[config.mk]
export PLATFORM = sky130hd
export DESIGN_NAME = core_sleep_wakeup_control
export DESIGN_NICKNAME = d
export VERILOG_FILES = /design/src/sleep_ctrl_pkg.sv /design/src/core_sleep_wakeup_control.sv /design/src/delay_count.sv /design/src/sync2.sv
export VERILOG_INCLUDE_DIRS = /design/src
export SDC_FILE = /design/constraint.sdc
export NUM_CORES = 1
export LEC_CHECK = 0
export BUFFER_PORTS_ARGS = -buffer_cell sky130_fd_sc_hd__buf_2
export CORE_UTILIZATION = 35
export CTS_CLUSTER_SIZE = 20
export DETAILED_ROUTE_END_ITERATION = 12
export PLACE_DENSITY_LB_ADDON = 0.05
export SYNTH_ARGS = -nofsm -noshare
export SYNTH_HDL_FRONTEND = slang
export SYNTH_SLANG_ARGS = --single-unit
export TNS_END_PERCENT = 50
[constraint.sdc]
create_clock -name clk -period 1.7 [get_ports clk]
set_input_delay 0.085 -clock clk [delete_from_list [all_inputs] [get_ports clk]]
set_output_delay 0.085 -clock clk [all_outputs]
set_load 0.1 [all_outputs]
[src/sleep_ctrl_map.svh]
// Register offsets, field positions and reset values of the sleep controller
`ifndef SLEEP_CTRL_MAP_SVH
`define SLEEP_CTRL_MAP_SVH
`define SC_ADDR_CTRL 12'h000
`define SC_ADDR_STATUS 12'h004
`define SC_CTRL_SLEEP_AFTER 1
`define SC_CTRL_DEEP 2
`define SC_CTRL_PEND_EVT 4
`define SC_CTRL_RESET 32'h00000000
`define SC_ST_STATE_LO 0
`define SC_ST_LATCH 4
`define SC_ST_DEEP 5
`define SC_PLL_LOCK_NS 200000
`define SC_CLK_NS 50
`define SC_PLL_LOCK_CYC ((`SC_PLL_LOCK_NS + `SC_CLK_NS - 1) / `SC_CLK_NS)
`define SC_FLASH_WAKE_NS 1000
`define SC_FLASH_WAKE_CYC ((`SC_FLASH_WAKE_NS + `SC_CLK_NS - 1) / `SC_CLK_NS)
`endif

[src/sleep_ctrl_pkg.sv]
// Types shared by the sleep controller
package sleep_ctrl_pkg;
	typedef enum logic [2:0] {
		ST_RUN = 3'h0,
		ST_LIGHT = 3'h1,
		ST_DEEP = 3'h2,
		ST_PWRUP = 3'h3,
		ST_RESUME = 3'h4
	} sleep_state_t;

	typedef enum logic [1:0] {
		ENTRY_NONE = 2'h0,
		ENTRY_WAIT_INT = 2'h1,
		ENTRY_WAIT_EVT = 2'h2,
		ENTRY_EXIT = 2'h3
	} entry_t;

	typedef struct packed {
		logic waitInt;
		logic waitEvt;
		logic lastReturn;
		logic excReady;
		logic newPend;
		logic priorityMask;
		logic fault_mask_bit;
	} core_req_t;

	typedef struct packed {
		logic coreClkEn;
		logic sysClkEn;
		logic pllEn;
		logic flashEn;
		logic coreHalt;
		logic skipUnstack;
		logic deferHandler;
	} power_ctl_t;
endpackage

[src/core_sleep_wakeup_control.sv]
// Sleep entry, wakeup and clock gating control for the processor core
`timescale 1ns/1ns
`include "sleep_ctrl_map.svh"
module core_sleep_wakeup_control #(
	parameter int unsigned PLL_LOCK_CYC = `SC_PLL_LOCK_CYC
) (
	// Clock and reset
	input wire logic clk,
	input wire logic nrst,
	// APB slave
	input wire logic psel,
	input wire logic penable,
	input wire logic pwrite,
	input wire logic [11:0] paddr,
	input wire logic [31:0] pwdata,
	input wire logic [3:0] pstrb,
	output logic [31:0] prdata,
	output logic pready,
	output logic pslverr,
	// Core side, same clock
	input sleep_ctrl_pkg::core_req_t coreReq,
	// Event sources from outside
	input wire logic extEvent,
	input wire logic peerSendEvent,
	// Power and clock control
	output sleep_ctrl_pkg::power_ctl_t powerCtl
);
	// =========================================================
	// Reset release and input synchronisers
	logic rstMeta;
	logic rstN;
	always_ff @(posedge clk or negedge nrst) begin
		if (!nrst) begin
			rstMeta <= 1'b0;
			rstN <= 1'b0;
		end else begin
			rstMeta <= 1'b1;
			rstN <= rstMeta;
		end
	end

	logic extSync;
	logic peerSync;
	sync2 uExtSync (
		.clk(clk),
		.rstN(rstN),
		.d(extEvent),
		.q(extSync)
	);
	sync2 uPeerSync (
		.clk(clk),
		.rstN(rstN),
		.d(peerSendEvent),
		.q(peerSync)
	);

	// =========================================================
	// State
	typedef struct packed {
		sleep_ctrl_pkg::sleep_state_t state;
		sleep_ctrl_pkg::entry_t entry;
		logic eventLatch;
		logic deep;
		logic extPrev;
		logic peerPrev;
		logic sleepAfter;
		logic deepSel;
		logic pendEvt;
		logic [31:0] rdata;
		logic deferred;
	} state_t;

	state_t cur;
	state_t next_cur;

	logic pllStart;
	logic pllDone;
	delay_count #(
		.LOAD(PLL_LOCK_CYC)
	) uPllWait (
		.clk(clk),
		.rstN(rstN),
		.start(pllStart),
		.done(pllDone)
	);

	logic extRise;
	logic peerRise;
	logic evtWake;
	logic excWake;
	logic wakeNow;
	logic apbWr;
	logic apbRd;
	logic sleeping;

	// =========================================================
	// Next state
	always_comb begin
		next_cur = cur;
		pllStart = 1'b0;
		extRise = extSync && !cur.extPrev;
		peerRise = peerSync && !cur.peerPrev;
		next_cur.extPrev = extSync;
		next_cur.peerPrev = peerSync;
		apbWr = psel && penable && pwrite;
		apbRd = psel && !penable && !pwrite;
		sleeping = (cur.state == sleep_ctrl_pkg::ST_LIGHT) ||
			(cur.state == sleep_ctrl_pkg::ST_DEEP);
		excWake = coreReq.excReady;
		evtWake = extRise || peerRise;
		if (cur.pendEvt && coreReq.newPend) begin
			evtWake = 1'b1;
		end
		if (cur.entry == sleep_ctrl_pkg::ENTRY_WAIT_EVT) begin
			wakeNow = excWake || evtWake;
		end else begin
			wakeNow = excWake;
		end

		// Registers
		if (apbWr && paddr == `SC_ADDR_CTRL && pstrb[0]) begin
			next_cur.sleepAfter = pwdata[`SC_CTRL_SLEEP_AFTER];
			next_cur.deepSel = pwdata[`SC_CTRL_DEEP];
			next_cur.pendEvt = pwdata[`SC_CTRL_PEND_EVT];
		end
		if (apbRd) begin
			next_cur.rdata = 32'h00000000;
			if (paddr == `SC_ADDR_CTRL) begin
				next_cur.rdata[`SC_CTRL_SLEEP_AFTER] = cur.sleepAfter;
				next_cur.rdata[`SC_CTRL_DEEP] = cur.deepSel;
				next_cur.rdata[`SC_CTRL_PEND_EVT] = cur.pendEvt;
			end else if (paddr == `SC_ADDR_STATUS) begin
				next_cur.rdata[2:0] = cur.state;
				next_cur.rdata[`SC_ST_LATCH] = cur.eventLatch;
				next_cur.rdata[`SC_ST_DEEP] = cur.deep;
			end
		end

		// Event latch set while awake
		if (!sleeping && (extRise || peerRise)) begin
			next_cur.eventLatch = 1'b1;
		end

		unique case (cur.state)
			sleep_ctrl_pkg::ST_RUN: begin
				next_cur.entry = sleep_ctrl_pkg::ENTRY_NONE;
				if (coreReq.waitEvt) begin
					if (cur.eventLatch || extRise || peerRise) begin
						next_cur.eventLatch = 1'b0;
					end else begin
						next_cur.entry = sleep_ctrl_pkg::ENTRY_WAIT_EVT;
					end
				end else if (coreReq.waitInt && !excWake) begin
					next_cur.entry = sleep_ctrl_pkg::ENTRY_WAIT_INT;
				end else if (coreReq.lastReturn && cur.sleepAfter) begin
					next_cur.entry = sleep_ctrl_pkg::ENTRY_EXIT;
				end
				if (next_cur.entry != sleep_ctrl_pkg::ENTRY_NONE) begin
					next_cur.deep = cur.deepSel;
					if (cur.deepSel) begin
						next_cur.state = sleep_ctrl_pkg::ST_DEEP;
					end else begin
						next_cur.state = sleep_ctrl_pkg::ST_LIGHT;
					end
				end
				if (cur.deferred && !coreReq.priorityMask) begin
					next_cur.deferred = 1'b0;
				end
			end
			sleep_ctrl_pkg::ST_LIGHT: begin
				if (wakeNow) begin
					next_cur.state = sleep_ctrl_pkg::ST_RESUME;
				end
			end
			sleep_ctrl_pkg::ST_DEEP: begin
				if (wakeNow) begin
					pllStart = 1'b1;
					next_cur.state = sleep_ctrl_pkg::ST_PWRUP;
				end
			end
			sleep_ctrl_pkg::ST_PWRUP: begin
				if (pllDone) begin
					next_cur.state = sleep_ctrl_pkg::ST_RESUME;
				end
			end
			sleep_ctrl_pkg::ST_RESUME: begin
				next_cur.state = sleep_ctrl_pkg::ST_RUN;
				next_cur.entry = sleep_ctrl_pkg::ENTRY_NONE;
				next_cur.deep = 1'b0;
				next_cur.deferred = coreReq.priorityMask &&
					!coreReq.fault_mask_bit;
			end
			default: begin
				next_cur.state = sleep_ctrl_pkg::ST_RUN;
			end
		endcase
	end

	always_ff @(posedge clk or negedge rstN) begin
		if (!rstN) begin
			cur <= '{state: sleep_ctrl_pkg::ST_RUN,
				entry: sleep_ctrl_pkg::ENTRY_NONE,
				rdata: 32'h00000000, default: 1'b0};
		end else begin
			cur <= next_cur;
		end
	end

	// =========================================================
	// Outputs
	assign pready = 1'b1;
	assign pslverr = psel && penable && (paddr != `SC_ADDR_CTRL) &&
		(paddr != `SC_ADDR_STATUS);
	assign prdata = cur.rdata;

	always_comb begin
		powerCtl.coreClkEn = (cur.state == sleep_ctrl_pkg::ST_RUN) ||
			(cur.state == sleep_ctrl_pkg::ST_RESUME);
		powerCtl.sysClkEn = (cur.state != sleep_ctrl_pkg::ST_DEEP);
		powerCtl.pllEn = (cur.state != sleep_ctrl_pkg::ST_DEEP);
		powerCtl.flashEn = (cur.state != sleep_ctrl_pkg::ST_DEEP);
		powerCtl.coreHalt = !powerCtl.coreClkEn;
		powerCtl.skipUnstack = (cur.entry == sleep_ctrl_pkg::ENTRY_EXIT);
		powerCtl.deferHandler = cur.deferred;
	end

	// Cycles spent waiting for the PLL to lock
	logic [17:0] pwrupCnt;
	always_ff @(posedge clk or negedge rstN) begin
		if (!rstN) begin
			pwrupCnt <= 18'h00000;
		end else if (cur.state == sleep_ctrl_pkg::ST_PWRUP) begin
			pwrupCnt <= pwrupCnt + 18'h00001;
		end else begin
			pwrupCnt <= 18'h00000;
		end
	end
endmodule

[src/delay_count.sv]
// Down-counter that flags when a wait has run out
`timescale 1ns/1ns
module delay_count #(
	parameter int unsigned LOAD = 20
) (
	// Clock and reset
	input wire logic clk,
	input wire logic rstN,
	// Control
	input wire logic start,
	output logic done
);
	logic [17:0] count;
	always_ff @(posedge clk or negedge rstN) begin
		if (!rstN) begin
			count <= 18'h00000;
		end else if (start) begin
			count <= 18'(LOAD);
		end else if (count != 18'h00000) begin
			count <= count - 18'h00001;
		end
	end
	assign done = (count == 18'h00000) && !start;
endmodule

[src/sync2.sv]
// Two-flop synchroniser for one level
`timescale 1ns/1ns
module sync2 (
	// Clock and reset
	input wire logic clk,
	input wire logic rstN,
	// Level
	input wire logic d,
	output logic q
);
	logic [1:0] stage;
	always_ff @(posedge clk or negedge rstN) begin
		if (!rstN) begin
			stage <= 2'h0;
		end else begin
			stage <= {stage[0], d};
		end
	end
	assign q = stage[1];
endmodule

# Word level (Yosys, flattened, before mapping)

Index checks and enable logic that the tools add are counted.

Flip-flop bits (word level): 42
Input bits: 62
Output and inout port bits: 41
Logic and storage cells: 107

$add $sub $neg: 1
Equal/unequal tests: 14
Mux-type cells: 32
Reduce and logical (&&, ||, !) cells: 44

Operators by type and width:

| operator                                              | count |
|---|---|
| two-way mux 18 bit                                    | 2 |
| logical NOT 18 bit                                    | 1 |
| nonzero test 18 bit                                   | 1 |
| subtractor 18 x 1 -> 18 bit (second input constant)   | 1 |
| logical AND 1 bit                                     | 17 |
| two-way mux 2 bit                                     | 8 |
| two-way mux 3 bit                                     | 5 |
| two-way mux 1 bit                                     | 13 |
| equality test 12 x 3 -> 1 bit (second input constant) | 1 |
| logical NOT 12 bit                                    | 1 |
| != test 12 x 3 -> 1 bit (second input constant)       | 1 |
| case mux 3 bit (4 select lines)                       | 1 |
| nonzero test 12 bit                                   | 1 |
| logical NOT 1 bit                                     | 10 |
| != test 2 bit (second input constant)                 | 5 |
| equality test 3 x 2 -> 1 bit (second input constant)  | 2 |
| logical OR 1 bit                                      | 6 |
| nonzero test 2 bit                                    | 3 |
| equality test 2 bit (second input constant)           | 2 |
| case mux 1 bit (2 select lines)                       | 2 |
| case mux 2 bit (2 select lines)                       | 1 |
| AND reduction 2 bit                                   | 2 |
| AND reduction 4 bit                                   | 1 |
| equality test 3 x 1 -> 1 bit (second input constant)  | 1 |
| 3 further kinds                                       | 3 |

# Depth between registers and ports, before layout

Gate-level depths: netlist of the first run.

Word-level depth: 12
Gate-level depth with buffers: 7
Gate-level depth less buffers: 7

# By module

A second synthesis of the first run with hierarchy kept.

Cell total of the unflattened synthesis: 253
Area total of the unflattened synthesis: 2379.8 um2

By module, submodules not included:

| module                    | times used | cells an instance | area an instance (um2) |
|---|---|---|---|
| core_sleep_wakeup_control | 1          | 140               | 1273.7 |
| delay_count               | 1          | 109               | 1006.0 |
| sync2                     | 2          | 2                 | 50.0 |

# Least setup slack after synthesis of the first run

OpenSTA, ideal clock, no wires.

Path type: register to register
From: reg cur[42] in the netlist's numbering
To: reg cur[42] in the netlist's numbering
Library setup time: 134 ps
Data arrival time: 3548 ps
Slack: -1983 ps
Stages on the path, launching flop included: 8
Buffers on the path: 1
Period minus slack after synthesis: 3683 ps
Path through: dfrtp_1 > clkbuf_1 > nor2_1 > inv_1 > nor2_1 > inv_1 > o32ai_1 > o41ai_1

Longest elaborated chain between the ends: 6

RTL lines:

| what                          | RTL line                         | source |
|---|---|---|
| start: declaration            | core_sleep_wakeup_control.sv:73  | `state_t cur;` |
| start signal: assignment      | core_sleep_wakeup_control.sv:201 | `cur <= '{state: sleep_ctrl_pkg::ST_RUN,` |
| start signal: assignment      | core_sleep_wakeup_control.sv:205 | `cur <= next_cur;` |
| equality test 3 x 2 -> 1 bit  | core_sleep_wakeup_control.sv:144 | `unique case (cur.state)` |
| two-way mux 1 bit             | core_sleep_wakeup_control.sv:144 |  |
| logical NOT 1 bit             | delay_count.sv:23                | `assign done = (count == 18'h00000) && !start;` |
| logical AND 1 bit             | delay_count.sv:23                |  |
| != test 2 bit (no line)       | n/a                              |  |
| AND reduction 4 bit (no line) | n/a                              |  |

Parallel ways exist; a longest one is shown, timed or not.
A chain may end at the register's enable or synchronous reset.

# Worst setup path after layout of the first run

From: reg uPllWait.count[0]
To: reg uPllWait.count[16]

Longest elaborated chain between the ends: 3

RTL lines:

| what                        | RTL line          | source |
|---|---|---|
| start: declaration          | delay_count.sv:13 | `logic [17:0] count;` |
| start signal: assignment    | delay_count.sv:18 | `count <= 18'(LOAD);` |
| start signal: assignment    | delay_count.sv:20 | `count <= count - 18'h00001;` |
| subtractor 18 x 1 -> 18 bit | delay_count.sv:20 |  |
| two-way mux 18 bit          | delay_count.sv:19 | `end else if (count != 18'h00000) begin` |
| two-way mux 18 bit          | delay_count.sv:17 | `end else if (start) begin` |

Parallel ways exist; a longest one is shown, timed or not. The select of a mux whose other input is x is not followed.

==> results.yml, run 1 <==
finish:
  fin_area_sq_um: 3170
  seqCellArea_sq_um: 1050
  drive_gt1_share_pct: 41.3
  fillers: 580
  area_growth_pct: 37.2
  antennaDiodeCount: 0
  post-route-util_pct: 49.9
  multiInputGateArea_sq_um: 1190
  final_nets: 394
detailed_routing:
  drt_iter0_drc: 72
  via_per_inst: 4.60
  wl_per_cell_um: 11.9
  drt_first_pass_iters: 4
  routed_wl_um: 4880
  postRouteAntennaNets: 0
  dr_total_vias: 1883
  drcViolationCount: 0
synthesis:
  ys_types: 42
  ys_seq_area_share_pct: 45.5
  synth_compound_area_share_pct: 11.2
  synth_flop_cell: "dfrtp_1"
  muxShareOfSynthArea_pct: 3.63
  synth_edf_count: 0
  ys_warn_count: 0
  synth-xor-area-share_pct: 5.68
  synthArstFlopShare_pct: 100
  syn_inst: 241
  synthAdderAreaFrac_pct: 0.541
  synth_area_sq_um: 2310
  synth_top_family_by_area: "simple AND/OR/NAND/NOR gates"
  avgSynthCellArea_sq_um: 9.59
  yosys.area_share.simple_pct: 18.9
  synth-seq-cells: 42
floorplanning:
  fp.dieH_um: 83.3
  start_util_pct: 36.4
  core_sq_um: 6350
  die_area_sq_um: 6930
  die_x_um: 83.3
  ios: 103
  rows: 29
timing:
  tns_ns: -6.20
  worst_pin_slew_ns: 0.550
  rsz0062_at_grt: "yes"
  maxSlewHeadroom_pct: 63.1
  setup_slack_ns: -0.419
  min_period_over_period_pct: 125
  whs_ns: 0.0194
  slew_violations: 0
  fin_skew_ns: 0.00628
  hold_viol_final: 0
  fmax_mhz: 472
  layout_min_cycle_time_ns: 2.12
  finalSetupViolCount: 21
setup_path:
  rrSetupSlack_ns: -0.42
  crit_chain: "inv_2 -> ha_4 -> or4b_4 -> or3_4 -> or3_4 -> mux2i_1 -> nor2_1"
  crit_type: "flip-flop to flip-flop"
  r2r_cells: 7
  required_ns: 1.86
  critical-path-top-delay-family: "simple AND/OR/NAND/NOR gates"
  r2r-end: "uPllWait.count[16]"
  crit_path_frequent_cell: "or3_4"
  arrival_ns: 2.28
  cp.buffers_inverters: 1
  start_kind: "flip-flop"
  cp-end-kind: "flip-flop"
  r2r-start: "uPllWait.count[0]"
  slowest_delay_ns: 0.45
  critPathMaxFanout: 4
  slowest_stage: "or4b_4"
clocking:
  cts_tree: "built"
  ctsHtreeMaxLevel: 2
  cts.sinks: 42
  cts-root-buf: "clkbuf_8"
  clkLatencyLatePin_ns: 0.29
  numCtsBuffers: 5
  clockBufferDepth: 2
  clk_pin_slew_ns: 0.08
power_and_ir_drop:
  vdd_drop_max_mv: 0.578
  leakage_nw: 1.50
  powerDensity_nw_per_um2: 1020
  power_mw: 3.24
grt:
  grt_pass1_wl_um: 8520
  grt_max_degree: 22
  grt_use_total_pct: 15.2
  first_global_vias: 1811
  antenna_found_initial: 0
  overflow: 0
outcome:
  violations: "setup timing"
  status: "complete, but fails checks"
hold_path:
  hold_path_depth: 2
  hold_path.class: "primary input to flip-flop"
  min-delay-start: "pwdata[4]"
  hold_end: "cur[33]"
place:
  postPlaceCellArea_sq_um: 2860
  io_buffers: 42
  gp_congestion: 0.777
  place_hpwl_um: 3740
run:
  maxCapViolCount: 0
-- cell families (layout without fill, tap and decap cells) --
family,Yosys count,after routing
buffers and inverters,52,116
AO/OA/AOI/OAI,37,37
flip-flops,42,42
XOR/XNOR,15,15
adder cells (fa/ha/maj),1,1
multiplexers,8,8
AND/OR/NAND/NOR,84,84
other,2,29
-- flip-flops by register name, summed over array words and instances (netlist names) --
signal and flops:
cur 12, powerCtl 1, prdata 5, rstMeta 1, rstN 1, uExtSync.stage 2
uPeerSync.stage 2, uPllWait.count 18
-- per-stage QoR --
step	setup WS (ns)	cells
after floorplan	-0.703	268
after global placement	-0.432	389
after detailed placement	-0.460	389
after CTS	-0.428	407
after global routing	-0.501	409
final	-0.419	409
-- repair_timing --
| action | in CTS | in global routing |
|---|---|---|
| gates resized for setup | 14 | 10 |
| hold buffers | 4 | 0 |
| buffers inserted | 6 | 2 |
| endpoints found under the setup margin | 21 | 21 |
| pin swaps | 6 | 6 |
| hold endpoints to repair | 5 | 0 |
-- worst max-delay path by stage --
stage / start / slack, ns / cells past startpoint / endpoint
5_1_grt: uPllWait.count[0] / -0.50 / 7 / uPllWait.count[16]
3_3_place_gp: uPllWait.count[0] / -0.43 / 7 / uPllWait.count[16]
2_1_floorplan: cur[42] / -0.70 / 7 / cur[42]
4_1_cts: uPllWait.count[0] / -0.43 / 8 / uPllWait.count[14]
6_report: uPllWait.count[0] / -0.42 / 7 / uPllWait.count[16]
3_5_place_dp: uPllWait.count[0] / -0.46 / 7 / uPllWait.count[16]
-- cell usage in the layout, fill, tap and decap left out, types with 2 or more instances in the layout --
| cell | netlist | routed |
|---|---|---|
| buf_4 | 36 | 49 |
| dfrtp_1 | 42 | 42 |
| buf_2 | 0 | 41 |
| conb_1 | 2 | 29 |
| nor2_1 | 22 | 17 |
| nand2_1 | 17 | 14 |
| xnor2_1 | 14 | 13 |
| inv_1 | 9 | 7 |
| nor3_1 | 8 | 6 |
| a21oi_1 | 7 | 6 |
| o21ai_0 | 7 | 6 |
| nand3_1 | 5 | 5 |
| mux2i_1 | 5 | 5 |
| clkbuf_8 | 0 | 5 |
| nor4_1 | 7 | 4 |
| a22o_1 | 4 | 4 |
| dlygate4sd3_1 | 0 | 4 |
| buf_6 | 0 | 4 |
| clkinvlp_4 | 0 | 3 |
| and2_1 | 3 | 3 |
| a211oi_1 | 5 | 3 |
| o22ai_1 | 3 | 3 |
| nor2b_1 | 4 | 3 |
| or3_1 | 4 | 3 |
| nand2b_1 | 3 | 3 |
| nor2_2 | 0 | 3 |
| mux2_2 | 3 | 3 |
| nor2_4 | 0 | 2 |
| and3_1 | 2 | 2 |
| a211o_1 | 2 | 2 |
| or3_4 | 1 | 2 |
| nor3_4 | 0 | 2 |
| nand2_2 | 0 | 2 |
| a211oi_2 | 0 | 2 |
| nor4_4 | 0 | 2 |
| a2111oi_1 | 0 | 2 |
-- cell type report --
type	count	area share (%)
Inverter	9	1.18
Timing Repair Buffer	99	21.4
Multi-Input combinational cell	174	37.6
Sequential cell	42	33.1
Tap cell	77	3.04
Clock inverter	3	1.42
Clock buffer	5	2.17
-- metal layers --
metal	GRT usage [%]	routed length (um)	vias to the layer above
met4	4.23	31	0
met2	23.7	2190	54
met3	3.28	241	2
met5	0	0	-
li1	-	-	949
met1	21.2	2420	878
-- cell usage after synthesis (2+ instances only) --
library cell	count	area, sq um
a2111oi_0	3	26.3
a211o_1	2	17.5
a211oi_1	5	37.5
a21oi_1	7	35.0
a22o_1	4	35.0
and2_1	3	18.8
and3_1	2	12.5
buf_4	36	270
clkbuf_1	7	26.3
conb_1	2	7.51
dfrtp_1	42	1050
inv_1	9	33.8
mux2_2	3	33.8
mux2i_1	5	50.1
nand2_1	17	63.8
nand2b_1	3	18.8
nand3_1	5	25.0
nor2_1	22	82.6
nor2b_1	4	25.0
nor3_1	8	40.0
nor4_1	7	43.8
o21ai_0	7	35.0
o22ai_1	3	18.8
or3_1	4	25.0
xnor2_1	14	123
-- where the power goes --
| part | switching, mW | internal [mW] | total, mW |
|---|---|---|---|
| logic | 0.744 | 0.505 | 1.25 |
| registers | 0.0737 | 1.13 | 1.20 |
| clock network | 0.355 | 0.437 | 0.792 |
Note: power is estimated with default switching activity, not from simulation.
==> run 2: changes to the inputs <==
--- a/config.mk
+++ b/config.mk
@@ -10,7 +10,7 @@
 export CORE_UTILIZATION = 35
 export CTS_CLUSTER_SIZE = 20
 export DETAILED_ROUTE_END_ITERATION = 12
-export PLACE_DENSITY_LB_ADDON = 0.05
+export PLACE_DENSITY = 0.6
 export SYNTH_ARGS = -nofsm -noshare
 export SYNTH_HDL_FRONTEND = slang
 export SYNTH_SLANG_ARGS = --single-unit
==> constraint.sdc (replaced) <==
create_clock -name clk -period 2.1 [get_ports clk]
set_input_delay 0.105 -clock clk [delete_from_list [all_inputs] [get_ports clk]]
set_output_delay 0.105 -clock clk [all_outputs]
set_load 0.1 [all_outputs]
==> results.yml, run 2 (same netlist as run 1, synthesis figures left out) <==
clocking:
  clkLatencyLatePin_ns: 0.29
  clk_pin_slew_ns: 0.08
  ctsHtreeMaxLevel: 2
  clockBufferDepth: 2
  cts.sinks: 42
  numCtsBuffers: 5
  cts-root-buf: "clkbuf_8"
  cts_tree: "built"
setup_path:
  critical-path-top-delay-family: "simple AND/OR/NAND/NOR gates"
  r2r_cells: 7
  cp-end-kind: "flip-flop"
  slowest_delay_ns: 0.46
  cp.buffers_inverters: 1
  arrival_ns: 2.33
  crit_path_frequent_cell: "or3_4"
  slowest_stage: "or4b_4"
  start_kind: "flip-flop"
  cp_num_cells: 7
  crit_chain: "inv_2 -> ha_4 -> or4b_4 -> or3_4 -> or3_4 -> mux2i_1 -> nor2_1"
  critPathMaxFanout: 5
  crit_type: "flip-flop to flip-flop"
  required_ns: 2.27
timing:
  maxSlewHeadroom_pct: 52.7
  worst_pin_slew_ns: 0.709
  rsz0062_at_grt: "yes"
  fmax_mhz: 462
  tns_ns: -0.0759
  fin_skew_ns: 0.00596
  min_period_over_period_pct: 103
  hold_viol_final: 0
  slew_violations: 0
  finalSetupViolCount: 2
  whs_ns: 0.0420
  layout_min_cycle_time_ns: 2.16
  setup_slack_ns: -0.0647
power_and_ir_drop:
  pwr-share-comb_pct: 32.2
  leakage_nw: 1.29
  p_sw_uw: 866
  power_mw: 2.29
  power_frac_seq_pct: 44.3
  vdd_drop_max_mv: 0.336
  powerDensity_nw_per_um2: 820
  pwr-share-clk_pct: 23.5
  swShare_pct: 37.9
  internal_power_mw: 1.42
place:
  io_buffers: 42
  gp_congestion: 0.786
  pre_cts_slack_ns: -0.0928
  place_hpwl_um: 3350
  postPlaceCellArea_sq_um: 2570
  dp.cells: 359
finish:
  post-route-util_pct: 43.9
  drive_gt1_share_pct: 29.8
  top_register: "uPllWait.count"
  largest_reg_flops: 18
  fin_cells: 372
  antennaDiodeCount: 0
  final_cell_mix: "dfrtp_1, buf_2, conb_1"
  area_growth_pct: 20.6
  fillers: 612
  final_nets: 357
  fin_area_sq_um: 2790
run:
  maxCapViolCount: 0
floorplanning:
  rows: 29
  fp.dieH_um: 83.3
  start_util_pct: 36.4
  ios: 103
  die_area_sq_um: 6930
  core_sq_um: 6350
  die_x_um: 83.3
hold_path:
  hold_path.class: "primary input to flip-flop"
  hold_path_depth: 2
detailed_routing:
  dr_total_vias: 1737
  drt_first_pass_iters: 4
  drt_iter0_drc: 60
  postRouteAntennaNets: 0
  routed_wl_um: 4380
  drcViolationCount: 0
  via_per_inst: 4.67
  wl_per_cell_um: 11.8
grt:
  grt_use_total_pct: 13.6
  grtUsageMet1_pct: 17.7
  grt.met3_usage_pct: 3.38
  top_usage_layer: "met2"
  antenna_found_initial: 0
  grt.met2_usage_pct: 22.1
  grt_max_degree: 26
  first_global_vias: 1675
  grt_pass1_wl_um: 7650
  overflow: 0
outcome:
  violations: "setup timing"
  status: "complete, but fails checks"
[run 2: layout make-up]
| type | count | area, sq um | share of cell area [%] |
|---|---|---|---|
| multi-input cells | 174 | 1120 | 40.3 |
| flip-flops and latches | 42 | 1050 | 37.7 |
| repair buffers | 62 | 387 | 13.9 |
| well taps | 77 | 96.3 | 3.46 |
| clock buffers | 7 | 86.3 | 3.10 |
| inverters | 9 | 37.5 | 1.35 |
| clock inverters | 1 | 5.00 | 0.180 |
[run 2: power groups by stage]
stage / Sequential, mW / Clock, mW / Combinational, mW
2_1_floorplan: 1.01 / 0 / 0.573
3_3_place_gp: 1.02 / 0 / 0.680
3_5_place_dp: 1.02 / 0 / 0.687
4_1_cts: 1.01 / 0.563 / 0.701
5_1_grt: 1.04 / 0.591 / 0.815
6_report: 1.01 / 0.538 / 0.735
[run 2: layer usage]
layer | wire [um] | share of wire (%) | vias to the layer above
met5 | 0 | 0 | -
met4 | 64 | 1.5 | 0
met3 | 196 | 4.5 | 5
met2 | 2040 | 46 | 48
met1 | 2080 | 48 | 807
li1 | - | - | 877
[run 2: final timing paths]
kind / to / start / slack (ns)
worst min register to register: uExtSync.stage[0] / rstN / 0.29
max in group asynchronous: uPllWait.count[12] / rstN / 1.24
worst max register to register: uPllWait.count[16] / uPllWait.count[0] / -0.06
worst max-delay path: uPllWait.count[16] / uPllWait.count[0] / -0.06
worst min-delay path: cur[35] / pwdata[1] / 0.04
min in group asynchronous: rstMeta / nrst / 0.12
[run 2: repair_timing]
| action | CTS | global route |
|---|---|---|
| pin swaps | 2 | 5 |
| resized for setup | 2 | 15 |
| endpoints found under the setup margin | 12 | 18 |
| endpoints found under the hold margin | 5 | 0 |
| setup buffers | 0 | 1 |
| hold buffers | 4 | 0 |
| gates cloned | 0 | 0 |
==> run 3: changes to the inputs <==
--- a/config.mk
+++ b/config.mk
@@ -14,4 +14,4 @@
 export SYNTH_ARGS = -nofsm -noshare
 export SYNTH_HDL_FRONTEND = slang
 export SYNTH_SLANG_ARGS = --single-unit
-export TNS_END_PERCENT = 50
+export TNS_END_PERCENT = 20
==> results.yml, run 3 (same netlist as run 1, synthesis figures left out) <==
timing:
  hold_viol_final: 0
  layout_min_cycle_time_ns: 2.16
  slew_violations: 0
  min_period_over_period_pct: 103
  fmax_mhz: 463
  fin_skew_ns: 0.00790
  worst_pin_slew_ns: 0.505
  setup_slack_ns: -0.0576
  tns_ns: -0.0576
  rsz0062_at_grt: "yes"
  maxSlewHeadroom_pct: 65.5
  finalSetupViolCount: 1
setup_path:
  crit_path_frequent_cell: "or3_4"
  cp-end-kind: "flip-flop"
  slowest_stage: "or4b_4"
  r2r_cells: 7
  r2r-start: "uPllWait.count[1]"
  start_kind: "flip-flop"
  slowest_delay_ns: 0.46
  critPathLaunch: "uPllWait.count[1]"
  crit_chain: "inv_1 -> ha_4 -> or4b_4 -> or3_4 -> or3_4 -> mux2i_1 -> nor2_1"
  required_ns: 2.27
  rrSetupSlack_ns: -0.06
  r2r-end: "uPllWait.count[16]"
  arrival_ns: 2.33
  crit_type: "flip-flop to flip-flop"
  critPathMaxFanout: 5
finish:
  antennaDiodeCount: 0
  top_register: "uPllWait.count"
  final_cell_mix: "dfrtp_1, buf_2, conb_1"
  area_growth_pct: 20.0
  fillers: 626
  final_nets: 361
  fin_cells: 376
  largest_reg_flops: 18
  drive_gt1_share_pct: 29.8
floorplanning:
  core_sq_um: 6350
  rows: 29
  start_util_pct: 36.4
  ios: 103
  die_area_sq_um: 6930
  die_x_um: 83.3
  fp.dieH_um: 83.3
detailed_routing:
  drt_iter0_drc: 44
  drt_first_pass_iters: 4
  wl_per_cell_um: 11.4
  via_per_inst: 4.65
  drcViolationCount: 0
  dr_total_vias: 1747
  routed_wl_um: 4310
  postRouteAntennaNets: 0
outcome:
  violations: "setup timing"
  status: "complete, but fails checks"
power_and_ir_drop:
  leakage_nw: 1.29
  powerDensity_nw_per_um2: 838
  vdd_drop_max_mv: 0.352
  power_mw: 2.32
grt:
  grt_use_total_pct: 13.0
  grt_max_degree: 26
  grt_pass1_wl_um: 7180
  first_global_vias: 1530
  antenna_found_initial: 0
  overflow: 0
place:
  io_buffers: 42
  gp_congestion: 0.764
  dp.cells: 363
  place_hpwl_um: 3270
hold_path:
  min-delay-start: "pwdata[2]"
  hold_end: "cur[34]"
  hold_path_depth: 2
  hold_path.class: "primary input to flip-flop"
clocking:
  cts_tree: "built"
  clk_pin_slew_ns: 0.08
  clkLatencyLatePin_ns: 0.30
  clockBufferDepth: 2
  cts-root-buf: "clkbuf_8"
  cts.sinks: 42
  ctsHtreeMaxLevel: 2
  numCtsBuffers: 5
run:
  maxCapViolCount: 0
-- run 3: critical path: cells and delay by family, from the launching register on --
| kind | cells | cell delay, ns |
|---|---|---|
| simple gates | 4 | 1.26 |
| fa+ha+maj | 1 | 0.14 |
| mux | 1 | 0.15 |
| flops | 1 | 0.38 |
| buf+inv | 1 | 0.10 |
-- run 3: report_power, final --
group / switching [mW] / total, mW / internal (mW)
clock network: 0.276 / 0.541 / 0.265
logic: 0.511 / 0.786 / 0.275
registers: 0.0840 / 0.998 / 0.914
total: 0.870 / 2.32 / 1.45
-- run 3: repair_timing --
action / CTS / global route
hold endpoints to repair: 5 / 0
hold buffers: 4 / 0
pin swaps: 1 / 2
gates resized for setup: 2 / 9
buffers inserted: 0 / 1
endpoints found under the setup margin: 13 / 18
-- run 3: worst max path at each step --
stage	to	slack [ns]	cells past startpoint
after global placement	uPllWait.count[7]	-0.09	9
after floorplan	cur[42]	-0.30	7
after detailed placement	uPllWait.count[16]	-0.09	7
after CTS	uPllWait.count[16]	-0.06	7
final	uPllWait.count[16]	-0.06	7
after global routing	uPllWait.count[16]	-0.16	7
-- run 3: layout make-up --
type / instances / area [sq um] / area share [%]
Multi-Input combinational cell: 174 / 1090 / 39.4
Sequential cell: 42 / 1050 / 37.9
Timing Repair Buffer: 66 / 404 / 14.6
Tap cell: 77 / 96.3 / 3.47
Clock buffer: 7 / 86.3 / 3.11
Inverter: 9 / 37.5 / 1.35
Clock inverter: 1 / 5.00 / 0.181
-- run 3: through the flow --
| stage | worst slack [ns] | util, % | cell area, sq um | hold WS, ns |
|---|---|---|---|---|
| 6_report | -0.0576 | 43.7 | 2770 | 0.0378 |
| 2_1_floorplan | -0.303 | - | 2440 | -0.191 |
| 3_3_place_gp | -0.0856 | 40.7 | 2590 | -0.107 |
| 5_1_grt | -0.159 | 43.7 | 2770 | 0.0350 |
| 4_1_cts | -0.0576 | 43.0 | 2730 | 0.0284 |
| 3_5_place_dp | -0.0933 | 40.7 | 2590 | -0.109 |
-- run 3: routing by layer --
metal / vias to the layer above / wire length [um] / track usage [%]
met4: 0 / 59 / 5.17
met1: 805 / 2180 / 17.6
li1: 886 / - / -
met2: 50 / 1880 / 19.7
met3: 6 / 187 / 3.28
met5: - / 0 / 0
